==> config.mk <==
export PLATFORM = sky130hd
export DESIGN_NAME = sdram_cmd_addr_mask_inputs
export DESIGN_NICKNAME = d
export VERILOG_FILES = /design/src/design/sdram_in_pkg.sv /design/src/design/sdram_cmd_addr_mask_inputs.sv
export VERILOG_INCLUDE_DIRS = /design/src /design/src/design
export SDC_FILE = /design/constraint.sdc
export NUM_CORES = 1
export LEC_CHECK = 0
export BUFFER_PORTS_ARGS = -buffer_cell sky130_fd_sc_hd__buf_2
export CAP_MARGIN = 10
export CORE_MARGIN = 5
export CORE_UTILIZATION = 50
export CTS_CLUSTER_SIZE = 25
export DETAILED_ROUTE_END_ITERATION = 8
export GPL_ROUTABILITY_DRIVEN = 0
export PLACE_DENSITY = 0.82
export SLEW_MARGIN = 20
export SYNTH_ARGS = -nofsm -noshare
export SYNTH_HDL_FRONTEND = slang
export SYNTH_SLANG_ARGS = --single-unit
==> constraint.sdc <==
create_clock -name mclk -period 2.95 [get_ports mclk]
set_input_delay 0 -clock mclk [delete_from_list [all_inputs] [get_ports mclk]]
set_output_delay 0 -clock mclk [all_outputs]
set_load 0.01 [all_outputs]
==> src/design/sdram_in_cfg.svh <==
`ifndef SDRAM_IN_CFG_SVH
`define SDRAM_IN_CFG_SVH

// Command codes on {row strobe, column strobe, write strobe}
`define CMD_MODE_LOAD 3'h0
`define CMD_REFRESH 3'h1
`define CMD_ROW_CLOSE 3'h2
`define CMD_ACTIVATE 3'h3
`define CMD_WRITE 3'h4
`define CMD_READ 3'h5
`define CMD_BURST_STOP 3'h6
`define CMD_NOP 3'h7

// Field positions in addr_bus
`define PRE_FLAG_BIT 10
`define COL_MSB 7

// Burst length code in op-code bits 2:0
`define BL_MSB 2
`define BL_CODE_1 3'h0
`define BL_CODE_2 3'h1
`define BL_CODE_4 3'h2
`define BL_CODE_8 3'h3
`define BL_1 4'h1
`define BL_2 4'h2
`define BL_4 4'h4
`define BL_8 4'h8

// Buffer depth
`define BUF_DEPTH 2'h2

`endif

==> src/design/sdram_in_pkg.sv <==
package sdram_in_pkg;

    typedef enum logic [1:0] {
        PH_IDLE,
        PH_WRITE,
        PH_READ
    } phase_t;

    // One word on its way into the array
    typedef struct packed {
        logic [1:0] bank;
        logic [11:0] row;
        logic [7:0] col;
        logic [31:0] data;
        logic [3:0] byte_en;
    } wr_word_t;

    // Read request towards the array
    typedef struct packed {
        logic [1:0] bank;
        logic [11:0] row;
        logic [7:0] col;
    } rd_addr_t;

    // Whole state of the input stage
    typedef struct packed {
        logic cs_n;
        logic [2:0] cmd;
        logic [1:0] bank;
        logic [11:0] addr;
        logic [3:0] mask;
        logic [31:0] din;
        logic [3:0] mask_d1;
        logic [13:0] mode_op;
        logic [3:0][11:0] rows;
        logic [3:0] bank_open;
        phase_t phase;
        logic [1:0] burst_bank;
        logic [7:0] col;
        logic [3:0] left;
        logic auto_pre;
        logic rd_v;
        logic rd_v2;
        rd_addr_t rd_addr;
        logic [31:0] dq_out;
        logic [3:0] dq_oe;
        wr_word_t [1:0] buf_mem;
        logic wp;
        logic rp;
        logic [1:0] cnt;
    } state_t;

endpackage

==> src/design/sdram_cmd_addr_mask_inputs.sv <==
`timescale 1ns/1ps
`include "sdram_in_cfg.svh"

// Overview of operation
// - Sample all command, address, mask inputs on rising edge
// - Low chip select enables decoder, high disables
// - Chip select high ignores commands, bursts continue
// - Byte mask keeps working while chip select high
// - Decode command from three strobes together
// - Masked write lanes leave array bytes unchanged
// - Masked read lanes go high-Z two cycles later
// - Mask bit n covers data byte n
// - All four mask bits behave identically
// - Bank select picks bank for commands
// - Mode load op-code from bank and address
// - Activate captures twelve-bit row for bank
// - Column from addr 7:0, flag sets auto-close
// - Row close: flag high all banks, else one
module sdram_cmd_addr_mask_inputs
    import sdram_in_pkg::*;
(
    // Clock, reset, enable
    input wire logic mclk,
    input wire logic rst_b,
    input wire logic clk_en,
    // Command and address pins
    input wire logic chip_select_n,
    input wire logic row_strobe_n,
    input wire logic column_strobe_n,
    input wire logic write_strobe_n,
    input wire logic [1:0] bank_select,
    input wire logic [11:0] addr_bus,
    input wire logic [3:0] byte_mask_lanes,
    // Data lines, split into in, out and per-lane enable
    input wire logic [31:0] data_in,
    output logic [31:0] data_out,
    output logic [3:0] data_oe,
    // Write words towards the array
    output logic wr_valid,
    output wr_word_t wr_word,
    input wire logic wr_ready,
    // Read requests towards the array
    output logic rd_req_valid,
    output rd_addr_t rd_req,
    input wire logic [31:0] rd_data,
    // Status
    output logic [3:0] bank_open,
    output logic [13:0] mode_op
);

    state_t s_reg;
    state_t s_next;

    // Decode scratch
    logic [3:0] blen;
    logic [1:0] b;
    logic [7:0] c;
    logic word_v;
    wr_word_t word;
    logic push;
    logic pop;
    logic room;

    // Burst length from the stored op-code; unknown codes run single
    always_comb begin
        case (s_reg.mode_op[`BL_MSB:0])
            `BL_CODE_1: blen = `BL_1;
            `BL_CODE_2: blen = `BL_2;
            `BL_CODE_4: blen = `BL_4;
            `BL_CODE_8: blen = `BL_8;
            default: blen = `BL_1;
        endcase
    end

    // Buffer has room for one more word
    // A command's word that meets a full buffer is lost; pace the writes
    assign room = (s_reg.cnt != `BUF_DEPTH);

    // Next state of the whole stage
    always_comb begin
        s_next = s_reg;
        b = s_reg.burst_bank;
        c = s_reg.col;
        word_v = 1'b0;
        word = '0;
        push = 1'b0;
        pop = 1'b0;
        if (!rst_b) begin
            s_next = '0;
            s_next.cs_n = 1'b1;
            s_next.cmd = `CMD_NOP;
        end else if (clk_en) begin
            // Pins are registered here; decode reads only these copies
            s_next.cs_n = chip_select_n;
            s_next.cmd = {row_strobe_n, column_strobe_n,
                write_strobe_n};
            s_next.bank = bank_select;
            s_next.addr = addr_bus;
            s_next.mask = byte_mask_lanes;
            s_next.din = data_in;
            // Second mask stage gives the two-cycle read turn-off
            s_next.mask_d1 = s_reg.mask;
            s_next.rd_v = 1'b0;
            s_next.rd_v2 = s_reg.rd_v;

            // Burst in progress runs on whatever chip select does
            if (s_reg.phase != PH_IDLE) begin
                if (s_reg.phase == PH_WRITE) begin
                    word_v = 1'b1;
                end else begin
                    s_next.rd_v = 1'b1;
                end
                // A full buffer stalls the write burst, not the read
                if (s_reg.phase == PH_READ || room) begin
                    s_next.col = c + 8'h01;
                    s_next.left = s_reg.left - 4'h1;
                    if (s_reg.left == 4'h1) begin
                        s_next.phase = PH_IDLE;
                        if (s_reg.auto_pre) begin
                            s_next.bank_open[b] = 1'b0;
                        end
                    end
                end
            end

            // Decoder only sees a command under a low chip select
            if (!s_reg.cs_n) begin
                case (s_reg.cmd)
                    `CMD_ACTIVATE: begin
                        s_next.rows[s_reg.bank] = s_reg.addr;
                        s_next.bank_open[s_reg.bank] = 1'b1;
                    end
                    `CMD_ROW_CLOSE: begin
                        if (s_reg.addr[`PRE_FLAG_BIT]) begin
                            s_next.bank_open = 4'h0;
                        end else begin
                            s_next.bank_open[s_reg.bank] = 1'b0;
                        end
                    end
                    `CMD_MODE_LOAD: begin
                        s_next.mode_op = {s_reg.bank, s_reg.addr};
                    end
                    `CMD_WRITE, `CMD_READ: begin
                        // A new access cuts off any running burst
                        b = s_reg.bank;
                        c = s_reg.addr[`COL_MSB:0];
                        s_next.burst_bank = b;
                        s_next.auto_pre = s_reg.addr[`PRE_FLAG_BIT];
                        s_next.col = c + 8'h01;
                        s_next.left = blen - 4'h1;
                        word_v = (s_reg.cmd == `CMD_WRITE);
                        s_next.rd_v = (s_reg.cmd == `CMD_READ);
                        if (blen == `BL_1) begin
                            s_next.phase = PH_IDLE;
                            if (s_reg.addr[`PRE_FLAG_BIT]) begin
                                s_next.bank_open[b] = 1'b0;
                            end
                        end else if (s_reg.cmd == `CMD_WRITE) begin
                            s_next.phase = PH_WRITE;
                        end else begin
                            s_next.phase = PH_READ;
                        end
                    end
                    `CMD_BURST_STOP: begin
                        s_next.phase = PH_IDLE;
                    end
                    default: begin
                    end
                endcase
            end

            // Read request address for this cycle
            if (s_next.rd_v) begin
                s_next.rd_addr.bank = b;
                s_next.rd_addr.row = s_reg.rows[b];
                s_next.rd_addr.col = c;
            end

            // Write word; a high mask bit drops its byte lane
            word.bank = b;
            word.row = s_reg.rows[b];
            word.col = c;
            word.data = s_reg.din;
            word.byte_en = ~s_reg.mask;
            push = word_v && room;
            pop = (s_reg.cnt != 2'h0) && wr_ready;
            if (push) begin
                s_next.buf_mem[s_reg.wp] = word;
                s_next.wp = ~s_reg.wp;
            end
            if (pop) begin
                s_next.rp = ~s_reg.rp;
            end
            s_next.cnt = s_reg.cnt + {1'b0, push} - {1'b0, pop};

            // Read data one cycle after request; lanes gated by mask
            if (s_reg.rd_v2) begin
                s_next.dq_out = rd_data;
            end
            s_next.dq_oe = {4{s_reg.rd_v2}} & ~s_reg.mask_d1;
        end
    end

    // Single state register
    // Reset lives in the next-state logic, so one flop bank serves all
    always_ff @(posedge mclk) begin
        s_reg <= s_next;
    end

    // Outputs
    assign data_out = s_reg.dq_out;
    assign data_oe = s_reg.dq_oe;
    assign wr_valid = (s_reg.cnt != 2'h0);
    assign wr_word = s_reg.buf_mem[s_reg.rp];
    assign rd_req_valid = s_reg.rd_v;
    assign rd_req = s_reg.rd_addr;
    assign bank_open = s_reg.bank_open;
    assign mode_op = s_reg.mode_op;

endmodule

Word level (Yosys, flattened, before mapping)
Index checks and enable logic that the tools add are counted.
{"block": "totals", "register_bits": 321, "out_inout_bits": 136}
{"block": "classes", "add_sub_neg": 6, "magnitude_cmp": 8, "eq_ne": 17, "muxes": 52, "n_bitwise": 10, "n_reduce_logical": 17}
{"operator": "two-way mux 84 bit", "count": 3}
{"operator": "two-way mux 58 bit", "count": 3}
{"operator": "bitwise mux 116 bit", "count": 1}
{"operator": "demux 58 bit (select 1 bit)", "count": 1}
{"operator": "bitwise mux 48 bit", "count": 1}
{"operator": "two-way mux 12 bit", "count": 4}
{"operator": "two-way mux 48 bit", "count": 1}
{"operator": "two-way mux 8 bit", "count": 4}
{"operator": "two-way mux 6 bit", "count": 5}
{"operator": "binary-select mux 12 bit (select 2 bit)", "count": 1}
{"operator": "demux 12 bit (select 2 bit)", "count": 1}
{"operator": "case mux 4 bit (3 select lines)", "count": 2}
{"operator": "adder 8 x 1 -> 8 bit, second input constant", "count": 2}
{"operator": "two-way mux 16 bit", "count": 1}
{"operator": "two-way mux 4 bit", "count": 4}
{"operator": "NOT 4 bit", "count": 4}
{"operator": "two-way mux 14 bit", "count": 1}
{"operator": "AND 4 bit", "count": 3}
{"operator": "== test 3 x 2 -> 1 bit, second input constant", "count": 4}
{"operator": "two-way mux 2 bit", "count": 6}
{"operator": "two-way mux 1 bit", "count": 10}
{"operator": "== test 3 bit, second input constant", "count": 3}
{"operator": "less-than comparator 2 x 3 -> 1 bit, second input constant", "count": 3}
{"operator": "!= test 3 x 2 -> 1 bit, second input constant", "count": 3}
{"operator": "other kinds (23)", "count": 39}

Logic depth before layout (Yosys ltp)
Gate-level depths: netlist of run 1.
{"block": "logic_depth", "depth_word": 20, "mapped_depth": 12, "depth_no_buf": 10}

Least setup slack after synthesis of run 1
No wires, ideal clock.
{"block": "synth_path", "path_type": "reg-to-reg", "startpoint": "register s_reg[318] in the netlist's numbering", "endpoint": "register s_reg[1] in the netlist's numbering", "setup_ps": 128, "arrival_time_ps": 2421, "slack_ps": 401, "stages_incl_launch_ff": 13, "n_path_buf": 2, "period_less_slack_ps": 2549, "cell_sequence": "dfxtp_1 -> clkbuf_1 -> or3b_1 -> buf_6 -> mux2_4 -> or2_2 -> ha_1 -> inv_1 -> ha_1 -> xnor2_1 -> nor2_1 -> xnor2_1 -> nor2_1"}
{"block": "synth_via", "elab_chain_cells": 9, "word_cells_on_any_way": 10}
{"element": "start: declaration", "line_no": "sdram_cmd_addr_mask_inputs.sv:51", "source": "state_t s_reg;"}
{"element": "start signal: assignment", "line_no": "sdram_cmd_addr_mask_inputs.sv:207", "source": "s_reg <= s_next;"}
{"element": "== test 3 bit", "line_no": "sdram_cmd_addr_mask_inputs.sv:128", "source": "case (s_reg.cmd)"}
{"element": "OR reduction 2 bit", "line_no": "sdram_cmd_addr_mask_inputs.sv:128"}
{"element": "two-way mux 1 bit (*)", "line_no": "sdram_cmd_addr_mask_inputs.sv:128"}
{"element": "two-way mux 1 bit (*)", "line_no": "sdram_cmd_addr_mask_inputs.sv:127", "source": "if (!s_reg.cs_n) begin"}
{"element": "two-way mux 1 bit (*)", "line_no": "sdram_cmd_addr_mask_inputs.sv:92", "source": "end else if (clk_en) begin"}
{"element": "two-way mux 1 bit (*)", "line_no": "sdram_cmd_addr_mask_inputs.sv:88", "source": "if (!rst_b) begin"}
{"element": "logical AND 1 bit (*)", "line_no": "sdram_cmd_addr_mask_inputs.sv:185", "source": "push = word_v && room;"}
{"element": "adder 2 x 1 -> 2 bit (*)", "line_no": "sdram_cmd_addr_mask_inputs.sv:194", "source": "s_next.cnt = s_reg.cnt + {1'b0, push} - {1'b0, pop};"}
{"element": "subtractor 2 x 1 -> 2 bit (*)", "line_no": "sdram_cmd_addr_mask_inputs.sv:194"}
Mark *: on every way between the ends. The rest lies on a longest branch, timed or not. The select of a mux whose other input is x is not followed.
A chain may end at the register's enable or synchronous reset.

Worst setup path after layout of run 1
{"block": "layout_path", "startpoint": "register s_reg[319] in the netlist's numbering", "endpoint": "register s_reg[1] in the netlist's numbering"}
The elaborated chain is that of the path after synthesis.

==> results of run 1 <==
[critical path: stages, from the launching register on]
cell and delay, ns:
dfxtp_1 0.48, or3b_1 0.42, mux2_4 0.36, or2_2 0.31, ha_1 0.28, inv_1 0.04, ha_1 0.19, xnor2_1 0.15
nor2_1 0.07, xnor2_1 0.15, nor2_1 0.05
[Yosys cell counts, drive strengths merged (2+ instances only)]
cell type	n	share of area, %
nand2b	19	0.87
xor2	7	0.45
a221o	4	0.29
mux2i	94	6.9
and2	3	0.14
nand2	261	7.2
o31ai	2	0.11
mux2	72	6.0
a211oi	31	1.7
nor2	168	4.6
o21ai	49	1.8
nor4	5	0.34
xnor2	4	0.26
nor2b	14	0.64
o21a	2	0.11
nor3	8	0.33
or3	3	0.14
nand4	3	0.14
a311oi	2	0.13
buf	113	5.7
dfxtp	321	47
a22oi	50	2.8
and3b	2	0.13
a21o	2	0.11
or4	4	0.25
and3	3	0.14
inv	15	0.41
ha	6	0.55
or2	3	0.14
nand3	33	1.2
clkbuf	81	2.2
o22a	12	0.77
a21oi	152	5.6
[logic make-up after synthesis]
kind of cell	count (synthesis)
and+or+nand+nor	535
DFF	321
AOI/OAI and AO/OA	312
buffers and inverters	209
muxes	166
xor gates and xnor gates	11
adders and majority gates	6
[power by group]
part,switching (uW),leakage (uW),internal (uW)
sequential,65.6,0.00260,4390
clock,1730,0.000593,2850
combinational,243,0.00361,212
[final timing paths]
| kind | to | depth (start not counted) |
|---|---|---|
| setup / recovery | s_reg[1] | 10 |
| setup reg to reg | s_reg[1] | 10 |
| hold reg to reg | mode_op[12] | 2 |
| hold / removal | s_reg[314] | 3 |
[stage by stage]
stage | power [uW] | cell area, um2 | instances | hold WS (ns) | utilization [%]
floorplan | 4754 | 13640 | 1560 | 0.1290 | -
global placement | 4889 | 14400 | 1961 | 0.2270 | 53.57
detailed placement | 4899 | 14400 | 1961 | 0.2285 | 53.57
CTS | 9535 | 16480 | 2108 | 0.02428 | 61.32
global route | 9804 | 16480 | 2108 | 0.04876 | 61.33
finish | 9491 | 16480 | 2108 | 0.01593 | 61.33
[final cells by class]
type	instances	area, um2	share of cell area [%]
clock inverters	9	185.2	1.123
clock buffers	51	1027	6.232
multi-input cells	1030	6111	37.07
repair buffers	341	2242	13.60
well taps	341	426.7	2.588
flip-flops and latches	321	6427	38.99
inverters	15	63.81	0.3871
[metal layers]
metal,wire (um),vias to the layer above,share of wire (%)
met1,15960,5599,42
li1,-,5608,-
met3,2541,109,6.7
met2,18070,478,48
met4,1310,0,3.5
met5,0,-,0
==> run metrics, run 1 <==
GR Util met2=slightly above 40%; Die H=175.2 um; Setup Buffers After CTS=0; gr ovfl total=0; most common cell after layout, fill and taps aside=dfxtp_1; Wirelength per Cell=17.97 um; ys async rst share=0%; FILL cells=2154; Syn. warnings=0; r2r startpoint=s_reg[319]; gr usage total=around a quarter; setup TNS=0 ns; Ports=226; # DRC=0; I/O Buffers=225; initial antenna violation count=0; Slew HR=between 20 and 25%; largest family of logic cells by synthesized area=simple AND/OR/NAND/NOR gates; Syn Nets=1656; worst endpoint required time=3.32 ns; endpoints failing hold=0; total number of vias=between 10k and 15k; worst vdd ir=398.7 uV; Longest Clk Path Bufs=3; post-route clock skew=0.01764 ns; Pwr per Cell Area=between 500 and 600 nW/um2; Root Driver=clkbuf_16; Syn Area/Cell=8.744 um2; Mapped Cells=~1.6k; Clk Latency, worst-skew pair=0.51 ns; WP data arrival=3.00 ns; vias in the first global route=11.83k; max reg flops=244; P_leak=between 0.006 and 0.007 uW; met1 Track Usage GR=29.98%; actual slew at the worst max-slew pin=around 1.1 ns; die area=30680 um2; fin. max-slew vios=0; RSZ-0062 raised after global routing=false; Site Rows=60; Max Cap Violations=0; Hold Path Class=in -> reg; EDFF count, synth=0; CTS buffer count=35; cts hold-fix bufs=87; 1st-iter DRT viols=1083; GRT Max-Usage Layer=met2; Final nets=around 1.8k; Final Critical Period=2.628 ns; core area=between 20000 and 30000 um2; Routed Antenna Nets=0; final worst slack=approximately 0.32 ns; global-route wire length before repair=between 60000 and 70000 um; R2R Setup Slk=0.32 ns; simple-gate share of the synthesized area=around 17%; synthesis-to-layout area growth=20.84%; worst slack, placed=0.3288 ns; Synth Register Bits=321; Primary FF master, synth=dfxtp_1; hpwl dp=about 23000 um; most frequent cells in the layout=320 x dfxtp_1, 261 x nand2_1, 224 x buf_2; Netlist cell types=54; Num Clock Sinks=321; period utilization=89.08%; GRT met3 Usage=just over 4%; adder-cell share of the synthesized area=less than 1%; Starting Density=50.75%; Netlist Area Pre-Place=~14000 um2; Final setup viols=0; worst-path maximum fanout=10; largest net degree at the start of global routing=105; CTS tree=yes; critical path class=reg -> reg; Avg Vias per Cell=between 5 and 6; Total Wirelength=37880 um; CP Launch Type=flop; Die Width=175.2 um; Worst-path clk slew=0.06 ns; sequential area share after synthesis=roughly 47%; xor and xnor area share after synthesis=0.7063%; ANT cells=0; endpoint type of the worst setup path=flop; Crit. Startpoint=s_reg[319]; TritonRoute pass-1 iters=6; share of cells above drive strength 1=approximately 22%; fraction of the mapped netlist area in compound gates=between 10% and 20%; mux cell area share after synthesis=12.87%; outcome=complete, no violations; # H-tree levels=2; post-CTS sizing=0; hold path startpoint=rst_b; maximum operating frequency=380.5 MHz
No activity file was read; power rests on OpenSTA's default activity.
==> inputs of run 2 (changes only) <==
--- a/config.mk
+++ b/config.mk
@@ -6,6 +6,7 @@
 export SDC_FILE = /design/constraint.sdc
 export NUM_CORES = 1
 export LEC_CHECK = 0
+export ABC_AREA = 1
 export BUFFER_PORTS_ARGS = -buffer_cell sky130_fd_sc_hd__buf_2
 export CAP_MARGIN = 10
 export CORE_MARGIN = 5
==> run metrics, run 2 <==
Crit. Startpoint=s_reg[319]; actual slew at the worst max-slew pin=1.009 ns; Syn. warnings=0; Clk pwr share=between 40 and 50%; gr ovfl total=0; Final setup viols=0; initial antenna violation count=0; vias in the first global route=13.66k; CTS tree=yes; Final Critical Period=2.450 ns; Synth Register Bits=321; P_leak=0.008688 uW; Die Width=180.0 um; Root Driver=clkbuf_16; Pint=7434 uW; Yosys top cell by area=dfxtp_1; sequential area share after synthesis=44.47%; r2r startpoint=s_reg[319]; worst-path maximum fanout=14; Finished Cell Area=17530 um2; hold path startpoint=data_in[7]; share of cells above drive strength 1=13.29%; xor and xnor area share after synthesis=0.2424%; WL met2=19680 um; top cells by instance count after synthesis=528 x nand2_1, 462 x nor2_1, 321 x dfxtp_1; Num Clock Sinks=321; synthesis-to-layout area growth=21.32%; # H-tree levels=2; Top Metal Used=met4; Hold Path Class=in -> reg; DP Area=15310 um2; Synth top area share=44.47%; Final nets=2471; worst vdd ir=around 390 uV; Netlist cell types=38; combinational share of power=8.6%; hpwl dp=25530 um; Max Cap Violations=0; post-route clock skew=approximately 0.017 ns; worst endpoint required time=between 3 and 4 ns; most common cell after layout, fill and taps aside=nand2_1; Setup Buffers After CTS=0; I/O Buffers=about 230; R2R Setup Slk=around 0.5 ns; # DRC=0; simple-gate share of the synthesized area=29.34%; ys async rst share=0%; Starting Density=slightly above 50%; Clk Latency, worst-skew pair=0.51 ns; core area=28630 um2; global-route wire length before repair=66610 um; max reg flops=244; Wirelength per Cell=14.71 um; Avg Vias per Cell=between 5 and 6; Ports=~230; TritonRoute pass-1 iters=6; maximum operating frequency=408.1 MHz; RSZ-0062 raised after global routing=false; Worst-path clk slew=0.06 ns; cell with the most instances after synthesis=nand2_1; Pwr per Cell Area=555.8 nW/um2; mux cell area share after synthesis=0.06926%; Routed Antenna Nets=0; Hold EP=s_reg[274]; largest family of logic cells by synthesized area=simple AND/OR/NAND/NOR gates; period utilization=83.07%; gr usage total=24.19%; Site Rows=62; P_sw=2311 uW; R2R depth=13; critical path class=reg -> reg; WL met1=16440 um; die area=around 32000 um2; WP data arrival=roughly 2.9 ns; ANT cells=0; fin. max-slew vios=0; Routed met3 length=3343 um; worst r2r dst=s_reg[1]; Primary FF master, synth=dfxtp_1; Slew HR=32.75%; post-CTS sizing=0; adder-cell share of the synthesized area=0.5195%; Sequential Power Share=46.5%; Net Sw Frac=between 20% and 30%; Syn Nets=2268; fraction of the mapped netlist area in compound gates=11.90%; Total Wirelength=40980 um; hold path depth=4; Area contributors post-synth=dfxtp_1 44%, nand2_1 14%, nor2_1 12%; cts hold-fix bufs=roughly 110; outcome=complete, no violations; CP Launch Type=flop; 1st-iter DRT viols=about 1.4k; Hold WS=0.2631 ns; most frequent cells in the layout=528 x nand2_1, 462 x nor2_1, 320 x dfxtp_1; endpoints failing hold=0; Syn Area/Cell=6.653 um2; endpoint type of the worst setup path=flop; CTS buffer count=35; setup TNS=0 ns; Netlist Area Pre-Place=14450 um2; total number of vias=14.16k; largest net degree at the start of global routing=178; Mapped Cells=2172; Die H=180.0 um; Longest Clk Path Bufs=3; EDFF count, synth=0
[run 2: through the flow]
step | utilization [%] | total power [uW] | worst slack (ns) | instances
final | 61.25 | 9744 | 0.4995 | 2785
after CTS | 61.25 | 9798 | 0.5446 | 2785
after floorplan | - | 5090 | 0.9538 | 2172
after global routing | 61.25 | 10080 | 0.3600 | 2785
after global placement | 53.48 | 5307 | 0.6380 | 2615
after detailed placement | 53.48 | 5326 | 0.5739 | 2615
[run 2: how the worst max path moves through the flow]
stage	endpoint	slack [ns]	cells past startpoint
3_5_place_dp	s_reg[1]	0.57	13
2_1_floorplan	s_reg[1]	0.95	13
4_1_cts	s_reg[1]	0.54	13
6_report	s_reg[1]	0.50	13
3_3_place_gp	s_reg[1]	0.64	13
5_1_grt	s_reg[1]	0.36	13
[run 2: power groups by stage]
stage	logic (uW)	registers [uW]	clock network [uW]
after detailed placement	701	4620	0
after global placement	687	4620	0
after global routing	921	4540	4610
after floorplan	493	4600	0
final	839	4530	4370
after CTS	819	4530	4450
[run 2: cell type report]
type | count | area (um2)
clock inverters | 5 | 76.32
clock buffers | 58 | 1075
flip-flops and latches | 321 | 6430
repair buffers | 362 | 2491
well taps | 384 | 480.5
multi-input cells | 1420 | 6097
fillers | 2486 | 11090
inverters | 235 | 882.1
[run 2: layer usage]
metal | GRT usage (%) | vias to the layer above
met3 | 4.648 | 111
met5 | 0 | -
met1 | 29.44 | 6402
met2 | 42.15 | 624
li1 | - | 7022
met4 | 9.723 | 0
[run 2: logic make-up after synthesis]
group	Yosys count
and+or+nand+nor	1084
buffers and inverters	431
AOI/OAI and AO/OA	325
DFF	321
adders and majority gates	6
xor gates and xnor gates	4
muxes	1
[run 2: critical path: stages (launching register included)]
cell     delay, ns
dfxtp_1       0.38
inv_2         0.10
nor2_8        0.14
nand2_4       0.14
o21ai_2       0.32
and2_1        0.21
inv_1         0.05
ha_1          0.26
inv_1         0.04
ha_1          0.19
a21oi_1       0.15
o21a_1        0.16
o21ai_0       0.08
a21oi_1       0.15
